`config.mk`:
```
export PLATFORM = sky130hd
export DESIGN_NAME = edac_core
export DESIGN_NICKNAME = d
export VERILOG_FILES = /design/src/core/edac_pkg.sv /design/src/core/edac_write_timer.sv /design/src/core/edac_core.sv
export SDC_FILE = /design/constraint.sdc
export NUM_CORES = 1
export LEC_CHECK = 0
export BUFFER_PORTS_ARGS = -buffer_cell sky130_fd_sc_hd__buf_4
export CAP_MARGIN = 20
export CORE_ASPECT_RATIO = 0.9
export CORE_MARGIN = 4
export CORE_UTILIZATION = 58
export DETAILED_ROUTE_END_ITERATION = 10
export PLACE_DENSITY_LB_ADDON = 0.15
export SYNTH_ARGS = -nofsm -noshare
export SYNTH_HDL_FRONTEND = slang
export SYNTH_HIERARCHICAL = 1
export SYNTH_SLANG_ARGS = --single-unit
```
`constraint.sdc`:
```
create_clock -name clock -period 3.6 [get_ports clock]
set_input_delay 0.18 -clock clock [delete_from_list [all_inputs] [get_ports clock]]
set_output_delay 0.18 -clock clock [all_outputs]
set_load 0.005 [all_outputs]
```
`src/core/edac_pkg.sv`:
```
/*
 * constants, field positions and state type of the on-chip nonvolatile
 * byte store control block.
 * assumes a single 125 MHz clock and a cpu that reaches the block through
 * a special function register port.
 */
package edac_pkg;

    // ----------------------------------------------------------------
    // timing
    // ----------------------------------------------------------------
    localparam int unsigned CLK_HZ      = 125_000_000;
    localparam int unsigned SLOW_HZ     = 32_000;
    localparam int unsigned SLOW_DIV    = CLK_HZ / SLOW_HZ;
    localparam int unsigned WRITE_TICKS = 8;
    localparam int unsigned READ_CYCLES = 2;

    // ----------------------------------------------------------------
    // geometry
    // ----------------------------------------------------------------
    localparam int unsigned DEPTH = 32;
    localparam int unsigned IDX_W = 5;

    // ----------------------------------------------------------------
    // register port offsets
    // ----------------------------------------------------------------
    localparam logic [7:0] ADDR_IND1 = 8'h02;
    localparam logic [7:0] ADDR_PTR1 = 8'h03;
    localparam logic [7:0] ADDR_BANK = 8'h04;
    localparam logic [7:0] ADDR_IRQ  = 8'h0b;
    localparam logic [7:0] ADDR_IDX  = 8'h1a;
    localparam logic [7:0] ADDR_VAL  = 8'h1b;
    localparam logic [7:0] CTRL_PTR  = 8'h40;
    localparam logic [7:0] CTRL_BANK = 8'h01;

    // ----------------------------------------------------------------
    // field positions and reset values
    // ----------------------------------------------------------------
    localparam int unsigned CTL_RD   = 0;
    localparam int unsigned CTL_READ_ALLOW = 1;
    localparam int unsigned CTL_WR   = 2;
    localparam int unsigned CTL_WRITE_ALLOW = 3;
    localparam int unsigned IRQ_GIE  = 0;
    localparam int unsigned IRQ_ENA  = 1;
    localparam int unsigned IRQ_FLG  = 2;
    localparam logic [7:0]  RST_BYTE = 8'h00;

    typedef enum logic [1:0] {
        ST_IDLE  = 2'b00,
        ST_READ  = 2'b01,
        ST_WRITE = 2'b10
    } edac_state_type;

endpackage

```
`src/core/edac_write_timer.sv`:
```
/*
 * write cycle timer: a free-running divider makes a slow tick, and a
 * write lasts a fixed number of ticks, so its length in clocks varies.
 * assumes start and abort are one-cycle pulses from the control logic.
 */
`timescale 1ns/100ps
module edac_write_timer
    import edac_pkg::*;
#(
    parameter int unsigned DIV   = SLOW_DIV,
    parameter int unsigned TICKS = WRITE_TICKS
) (
    // clock and reset
    input  wire logic clock,
    input  wire logic arst_n,
    // control
    input  wire logic start,
    input  wire logic abort,
    // status
    output logic      busy,
    output logic      done
);
    localparam int unsigned DW = $clog2(DIV);
    localparam int unsigned TW = $clog2(TICKS + 1);

    logic [DW-1:0] divCnt_q;
    logic [TW-1:0] tickCnt_q;
    logic          busy_q;
    wire           tick = (divCnt_q == DW'(DIV - 1));

    assign busy = busy_q;
    assign done = busy_q && tick && (tickCnt_q == TW'(TICKS - 1)) && !abort;

    // ----------------------------------------------------------------
    // free-running slow tick, unrelated to start
    // ----------------------------------------------------------------
    always_ff @(posedge clock or negedge arst_n) begin
        if (!arst_n) divCnt_q <= '0;
        else divCnt_q <= tick ? '0 : divCnt_q + 1'b1;
    end

    always_ff @(posedge clock or negedge arst_n) begin
        if (!arst_n) begin
            busy_q    <= 1'b0;
            tickCnt_q <= '0;
        end else if (start) begin
            busy_q    <= 1'b1;
            tickCnt_q <= '0;
        end else if (done || abort) begin
            busy_q    <= 1'b0;
        end else if (busy_q && tick) begin
            tickCnt_q <= tickCnt_q + 1'b1;
        end
    end

    property p_done_busy;
        @(posedge clock) disable iff (!arst_n)
        done |-> busy_q && tick;
    endproperty
    a_done_busy: assert property (p_done_busy)
        else $error("write done without a running timer");

    property p_no_early_done;
        @(posedge clock) disable iff (!arst_n)
        start |=> !done [*2];
    endproperty
    a_no_early_done: assert property (p_no_early_done)
        else $error("write done right after start");

endmodule

```
`src/core/edac_core.sv`:
```
/*
 * nonvolatile byte store control: index, value, bank, pointer and
 * interrupt registers on a special function register port; the control
 * register is reached only through the indirect access register.
 * assumes one sfr access per cycle and a cpu that acknowledges the
 * interrupt vector with a one-cycle pulse.
 */
`timescale 1ns/100ps
module edac_core
    import edac_pkg::*;
#(
    parameter int unsigned DIV   = SLOW_DIV,
    parameter int unsigned TICKS = WRITE_TICKS
) (
    // clock and reset
    input  wire logic       clock,
    input  wire logic       arst_n,
    // special function register port
    input  wire logic [7:0] sfrAddr,
    input  wire logic       sfrWrite,
    input  wire logic       sfrRead,
    input  wire logic [7:0] sfrWdata,
    output logic      [7:0] sfrRdata,
    // cpu interrupt side
    input  wire logic       stackFull,
    input  wire logic       irqAck,
    output logic            irqVector,
    // power mode and status
    input  wire logic       sleepReq,
    output logic            busy
);
    edac_state_type   state_q;
    edac_state_type   state_d;
    logic [7:0]       mem_q [DEPTH];
    logic [IDX_W-1:0] cellIndex_q;
    logic [7:0]       cellValue_q;
    logic [7:0]       indirectPointerOne_q;
    logic             bankSelect_q;
    logic             writeAllow_q;
    logic             readAllow_q;
    logic             wrStart_q;
    logic             rdStart_q;
    logic             globalIrqEnable_q;
    logic             writeDoneIrqEnable_q;
    logic             writeDoneFlag_q;
    logic [1:0]       readCnt_q;
    logic [7:0]       sfrRdata_q;
    logic             timerBusy;
    logic             wrDone;

    // ----------------------------------------------------------------
    // decoding
    // ----------------------------------------------------------------
    wire ctrlSel  = (sfrAddr == ADDR_IND1) && (bankSelect_q == CTRL_BANK[0])
                 && (indirectPointerOne_q == CTRL_PTR);
    wire ctrlWr   = sfrWrite && ctrlSel;
    wire idle     = (state_q == ST_IDLE);
    wire wrLaunch = ctrlWr && sfrWdata[CTL_WR] && writeAllow_q
                 && idle;
    wire rdLaunch = ctrlWr && sfrWdata[CTL_RD] && readAllow_q
                 && idle && !wrLaunch;
    wire inRead   = (state_q == ST_READ);
    wire rdAbort  = inRead && (!readAllow_q || sleepReq);
    wire rdDone   = inRead && !rdAbort
                 && (readCnt_q == 2'(READ_CYCLES - 1));
    wire wrAbort  = (state_q == ST_WRITE) && sleepReq;
    wire [7:0] ctrlByte = {4'h0, writeAllow_q, wrStart_q,
                           readAllow_q, rdStart_q};
    wire [7:0] irqByte  = {5'h00, writeDoneFlag_q, writeDoneIrqEnable_q,
                           globalIrqEnable_q};
    wire [7:0] rdMux =
        (sfrAddr == ADDR_IDX)  ? {3'b000, cellIndex_q} :
        (sfrAddr == ADDR_VAL)  ? cellValue_q :
        (sfrAddr == ADDR_PTR1) ? indirectPointerOne_q :
        (sfrAddr == ADDR_BANK) ? {7'h00, bankSelect_q} :
        (sfrAddr == ADDR_IRQ)  ? irqByte :
        ctrlSel                ? ctrlByte : RST_BYTE;

    assign sfrRdata  = sfrRdata_q;
    assign busy      = !idle;
    assign irqVector = writeDoneFlag_q && writeDoneIrqEnable_q
                    && globalIrqEnable_q && !stackFull;

    // ----------------------------------------------------------------
    // sequencer
    // ----------------------------------------------------------------
    always_comb begin
        state_d = state_q;
        case (state_q)
            ST_IDLE: begin
                if (wrLaunch) state_d = ST_WRITE;
                else if (rdLaunch) state_d = ST_READ;
            end
            ST_READ: begin
                if (rdDone || rdAbort) state_d = ST_IDLE;
            end
            ST_WRITE: begin
                if (wrDone || wrAbort) state_d = ST_IDLE;
            end
            default: state_d = ST_IDLE;
        endcase
    end

    always_ff @(posedge clock or negedge arst_n) begin
        if (!arst_n) state_q <= ST_IDLE;
        else state_q <= state_d;
    end

    always_ff @(posedge clock or negedge arst_n) begin
        if (!arst_n) readCnt_q <= '0;
        else readCnt_q <= inRead ? readCnt_q + 1'b1 : '0;
    end

    edac_write_timer #(
        .DIV   (DIV),
        .TICKS (TICKS)
    ) u_timer (
        .clock  (clock),
        .arst_n (arst_n),
        .start  (wrLaunch),
        .abort  (wrAbort),
        .busy   (timerBusy),
        .done   (wrDone)
    );

    // ----------------------------------------------------------------
    // control register
    // ----------------------------------------------------------------
    always_ff @(posedge clock or negedge arst_n) begin
        if (!arst_n) begin
            writeAllow_q <= 1'b0;
            readAllow_q  <= 1'b0;
        end else if (ctrlWr) begin
            writeAllow_q <= sfrWdata[CTL_WRITE_ALLOW];
            readAllow_q  <= sfrWdata[CTL_READ_ALLOW];
        end
    end

    always_ff @(posedge clock or negedge arst_n) begin
        if (!arst_n) wrStart_q <= 1'b0;
        else if (wrLaunch) wrStart_q <= 1'b1;
        else if (wrDone || wrAbort) wrStart_q <= 1'b0;
    end

    always_ff @(posedge clock or negedge arst_n) begin
        if (!arst_n) rdStart_q <= 1'b0;
        else if (rdLaunch) rdStart_q <= 1'b1;
        else if (rdDone || rdAbort) rdStart_q <= 1'b0;
    end

    // ----------------------------------------------------------------
    // plain registers
    // ----------------------------------------------------------------
    always_ff @(posedge clock or negedge arst_n) begin
        if (!arst_n) begin
            cellIndex_q          <= '0;
            indirectPointerOne_q <= RST_BYTE;
            bankSelect_q         <= 1'b0;
        end else if (sfrWrite) begin
            if (sfrAddr == ADDR_IDX) cellIndex_q <= sfrWdata[IDX_W-1:0];
            if (sfrAddr == ADDR_PTR1) indirectPointerOne_q <= sfrWdata;
            if (sfrAddr == ADDR_BANK) bankSelect_q <= sfrWdata[0];
        end
    end

    always_ff @(posedge clock or negedge arst_n) begin
        if (!arst_n) cellValue_q <= RST_BYTE;
        else if (rdDone) cellValue_q <= mem_q[cellIndex_q];
        else if (sfrWrite && sfrAddr == ADDR_VAL) cellValue_q <= sfrWdata;
    end

    always_ff @(posedge clock) begin
        if (wrDone) mem_q[cellIndex_q] <= cellValue_q;
    end

    always_ff @(posedge clock or negedge arst_n) begin
        if (!arst_n) sfrRdata_q <= RST_BYTE;
        else if (sfrRead) sfrRdata_q <= rdMux;
    end

    // ----------------------------------------------------------------
    // interrupt bits
    // ----------------------------------------------------------------
    wire irqWr = sfrWrite && (sfrAddr == ADDR_IRQ);

    always_ff @(posedge clock or negedge arst_n) begin
        if (!arst_n) writeDoneFlag_q <= 1'b0;
        else if (wrDone) writeDoneFlag_q <= 1'b1;
        else if (irqAck) writeDoneFlag_q <= 1'b0;
        else if (irqWr) writeDoneFlag_q <= sfrWdata[IRQ_FLG];
    end

    always_ff @(posedge clock or negedge arst_n) begin
        if (!arst_n) begin
            globalIrqEnable_q    <= 1'b0;
            writeDoneIrqEnable_q <= 1'b0;
        end else begin
            if (irqAck) globalIrqEnable_q <= 1'b0;
            else if (irqWr) globalIrqEnable_q <= sfrWdata[IRQ_GIE];
            if (irqWr) writeDoneIrqEnable_q <= sfrWdata[IRQ_ENA];
        end
    end

    // ----------------------------------------------------------------
    // checks
    // ----------------------------------------------------------------
    property p_wr_needs_allow;
        @(posedge clock) disable iff (!arst_n)
        ctrlWr && idle && !writeAllow_q |=> !wrStart_q && !timerBusy;
    endproperty
    a_wr_needs_allow: assert property (p_wr_needs_allow)
        else $error("write launched without prior write allow");

    property p_rd_needs_allow;
        @(posedge clock) disable iff (!arst_n)
        ctrlWr && idle && !readAllow_q |=> !rdStart_q;
    endproperty
    a_rd_needs_allow: assert property (p_rd_needs_allow)
        else $error("read launched without prior read allow");

    property p_read_len;
        @(posedge clock) disable iff (!arst_n)
        $rose(rdStart_q) && readAllow_q && !sleepReq
            ##1 readAllow_q && !sleepReq
        |=> !rdStart_q;
    endproperty
    a_read_len: assert property (p_read_len)
        else $error("read start not cleared after read cycles");

    property p_read_loads;
        @(posedge clock) disable iff (!arst_n)
        rdDone |=> cellValue_q == $past(mem_q[cellIndex_q]) && !rdStart_q;
    endproperty
    a_read_loads: assert property (p_read_loads)
        else $error("value register not loaded by read");

    property p_value_holds;
        @(posedge clock) disable iff (!arst_n)
        !rdDone && !(sfrWrite && sfrAddr == ADDR_VAL)
        |=> $stable(cellValue_q);
    endproperty
    a_value_holds: assert property (p_value_holds)
        else $error("value register changed without an operation");

    property p_write_end;
        @(posedge clock) disable iff (!arst_n)
        wrDone |=> !wrStart_q && writeDoneFlag_q && idle;
    endproperty
    a_write_end: assert property (p_write_end)
        else $error("write end did not clear start or set flag");

    property p_ack_clears;
        @(posedge clock) disable iff (!arst_n)
        irqAck && !wrDone |=> !writeDoneFlag_q && !globalIrqEnable_q;
    endproperty
    a_ack_clears: assert property (p_ack_clears)
        else $error("servicing left flag or global enable set");

    property p_vector_gate;
        @(posedge clock) disable iff (!arst_n)
        wrDone && writeDoneIrqEnable_q && globalIrqEnable_q && !irqAck
            && !irqWr |=> irqVector || stackFull;
    endproperty
    a_vector_gate: assert property (p_vector_gate)
        else $error("vector missing after write end");

    property p_index_upper;
        @(posedge clock) disable iff (!arst_n)
        sfrRead && sfrAddr == ADDR_IDX |=> sfrRdata[7:IDX_W] == '0;
    endproperty
    a_index_upper: assert property (p_index_upper)
        else $error("upper index bits not read as zero");

    property p_hidden_ctrl;
        @(posedge clock) disable iff (!arst_n)
        sfrWrite && sfrAddr == ADDR_IND1 && !bankSelect_q
        |=> $stable(writeAllow_q) && $stable(readAllow_q);
    endproperty
    a_hidden_ctrl: assert property (p_hidden_ctrl)
        else $error("control register reached from bank 0");

endmodule

```
==> metrics <==
routability cong.=0.951; Fin. Hold Viols=0; Crit path top cell by count=nand3_1; DR vias=7,567; status=finished, final reports clean; post-route clock period utilization=0.869; Starting Density=0.596; #FFs+latches synth=314; mux contribution to synthesized area=0.132; largest family of logic cells by synthesized area=multiplexers; Detail Placement HPWL=20.1 mm; CTS max path bufs=3; R2R Path End=mem_q[5][7]; delay-heaviest family, CP=simple AND/OR/NAND/NOR gates; layout cells sized above 1=0.187; vias per cell=6.48; Seq/Total Area, Yosys=0.700; area grow syn2layout=13.2%; Worst Hold Class=in2reg; DRC errors left=0; Root Driver=clkbuf_16; Hold Slack=0.0290 ns; fin nets=880; ANT cells=0; I/O pin count=33; final setup skew=0.0176 ns; Period minus WS final=3.13 ns; critical path class=reg2reg; Mapped Nets=813; Critical Path RT=3.78 ns; antenna violations before repair=0; vias in the first global route=7,567; die height=150 um; Leakage=5.04 nW; RSZ-0062 raised after global routing=no; TNS Setup=0 ns; CP Buf/Inv Count=1; setup ws final=0.473 ns; Synth Area in Simple Gates=0.0843; Synth Flop Type=edfxtp_1; WL per Instance=26.0 um; Setup-failing EPs final=0; CTS buffer count=30; Slew HR=0.344; Crit Path Max Fanout=8; Worst R2R Start=u_timer/divCnt_q[7]; delay of the slowest critical-path stage=0.80 ns; adder-cell share of the synthesized area=0.00383; Worst setup endpoint=mem_q[5][7]; EDFF count, synth=256; cell count after synthesis=786; CP Capture Type=flop; syn avg cell area=16.6 um^2; crit path launch=u_timer/divCnt_q[7]; worst vdd ir=0.448 mV; setup bufs post-CTS=0; asr flop ratio synth=0.185; final wirelength=30.4 mm; die area=25,000 um^2; flop2flop setup slack=0.47 ns; pin count of the biggest net entering global routing=59; die width=166 um; critical path depth=6; TritonCTS clock tree=done; global-route wire length before repair=46.8 mm; grt ovf=0; Synth Warn #=6; FMAX=0.320 GHz; CP Launch Type=flop; clock-pin transition on the worst setup and hold timing paths=0.07 ns; Yosys cell types=71; Core Rows=51; Slew @ Worst Pin=0.985 ns; Critical-path top delay cell=nor2_1; most common cell in the netlist=edfxtp_1; largest cells by area after synthesis=edfxtp_1, dfrtp_1, mux2i_1; Clock Latency Late Sink=0.56 ns; worst slack at placement=0.563 ns; gr usage total=0.247; H-Tree Depth=1; Max Slew Vio Count=0; DRT iter0 DRCs=1,114; port buffer count=32; Synth Area in Compound Gates=0.0525; synthesized area=13,100 um^2; First-pass DRT Iterations=6; core area=21,900 um^2; top cells by count, synth=edfxtp_1, mux2i_1, dfrtp_1; Detail Route Antenna Nets=0; Worst R2R Path Depth=6; clock sink total=314; critical path arrival=3.31 ns; pwr/cell area=512 nW/um^2; critical-path cell list=nor4_4, nand3_1, nor3_1, buf_4, nand3_1, nor2_1; XOR/XNOR Fraction of Synth Area=0.00470; dominant cell type by area after synthesis=edfxtp_1; Max-Cap Viols=0; post-synth top area share=0.589
[sequential cells by signal, indices dropped and copies added (netlist names), 2 cells and up]
name / count
u_timer/tickCnt_q: 4
state_q: 2
sfrRdata: 8
cellValue_q: 8
readCnt_q: 2
indirectPointerOne_q: 8
mem_q: 256
cellIndex_q: 5
u_timer/divCnt_q: 12
[logic make-up after synthesis]
group	count (synthesis)
adder cells (fa/ha/maj)	4
AO/OA/AOI/OAI	94
multiplexers	122
AND/OR/NAND/NOR	200
flip-flops	314
XOR/XNOR	7
buffers and inverters	45
[power by group]
group	leakage, nW	switching, mW	internal, mW
combinational	1.33	0.177	0.120
clock	0.501	1.32	1.96
sequential	3.21	0.0476	3.94
[metal layers]
layer | share of wire | track usage
met1 | 0.43 | 0.363
met5 | 0 | 0
met3 | 0.090 | 0.0509
met2 | 0.46 | 0.387
met4 | 0.026 | 0.0643
[final cells by class]
| type | count | area [um^2] |
|---|---|---|
| sequential | 314 | 9140 |
| tap | 291 | 364 |
| inverter | 13 | 48.8 |
| clock buffer | 33 | 762 |
| fill | 1475 | 7120 |
| clock inverter | 22 | 277 |
| multi-input combinational | 427 | 3610 |
| timing repair buffer | 67 | 561 |
[how the worst min path moves through the flow]
| stage | from | end | cells past startpoint | slack (ns) |
|---|---|---|---|---|
| global route | sfrWrite | bankSelect_q | 3 | 0.02 |
| global placement | arst_n | globalIrqEnable_q | 1 | 0.27 |
| floorplan | arst_n | bankSelect_q | 0 | -0.12 |
| detailed placement | arst_n | globalIrqEnable_q | 1 | 0.29 |
| CTS | sfrWrite | bankSelect_q | 3 | 0.01 |
| finish | sfrWrite | bankSelect_q | 3 | 0.03 |
[worst register-to-register path: stages (launching register included)]
cell,delay [ns]
dfrtp_1,0.43
nor4_4,0.38
nand3_1,0.19
nor3_1,0.24
buf_4,0.20
nand3_1,0.51
nor2_1,0.81
[stage by stage]
stage / utilization / cell area [um^2] / power, mW / std cells
3_5_place_dp: 0.621 / 13600 / 4.35 / 1099
5_1_grt: 0.675 / 14800 / 7.78 / 1167
4_1_cts: 0.675 / 14800 / 7.59 / 1167
3_3_place_gp: 0.621 / 13600 / 4.34 / 1099
6_report: 0.675 / 14800 / 7.56 / 1167
2_1_floorplan: - / 13100 / 4.21 / 786
[repair_timing]
action / in CTS / in global routing
hold buffers: 13 / 0
gates resized for setup: 0 / 0
endpoints found under the hold margin: 82 / 0
setup endpoints to repair: 0 / 0
[cells in the final DEF, fill, tap and decap left out, drive strengths merged, types with 18 or more instances in the layout]
cell,n
dfrtp,58
nand2,33
o22ai,18
clkbuf,33
mux2i,68
nor2,59
mux4,35
edfxtp,256
buf,54
nand3,30
mux2,19
Note: power is estimated with default switching activity, not from simulation.
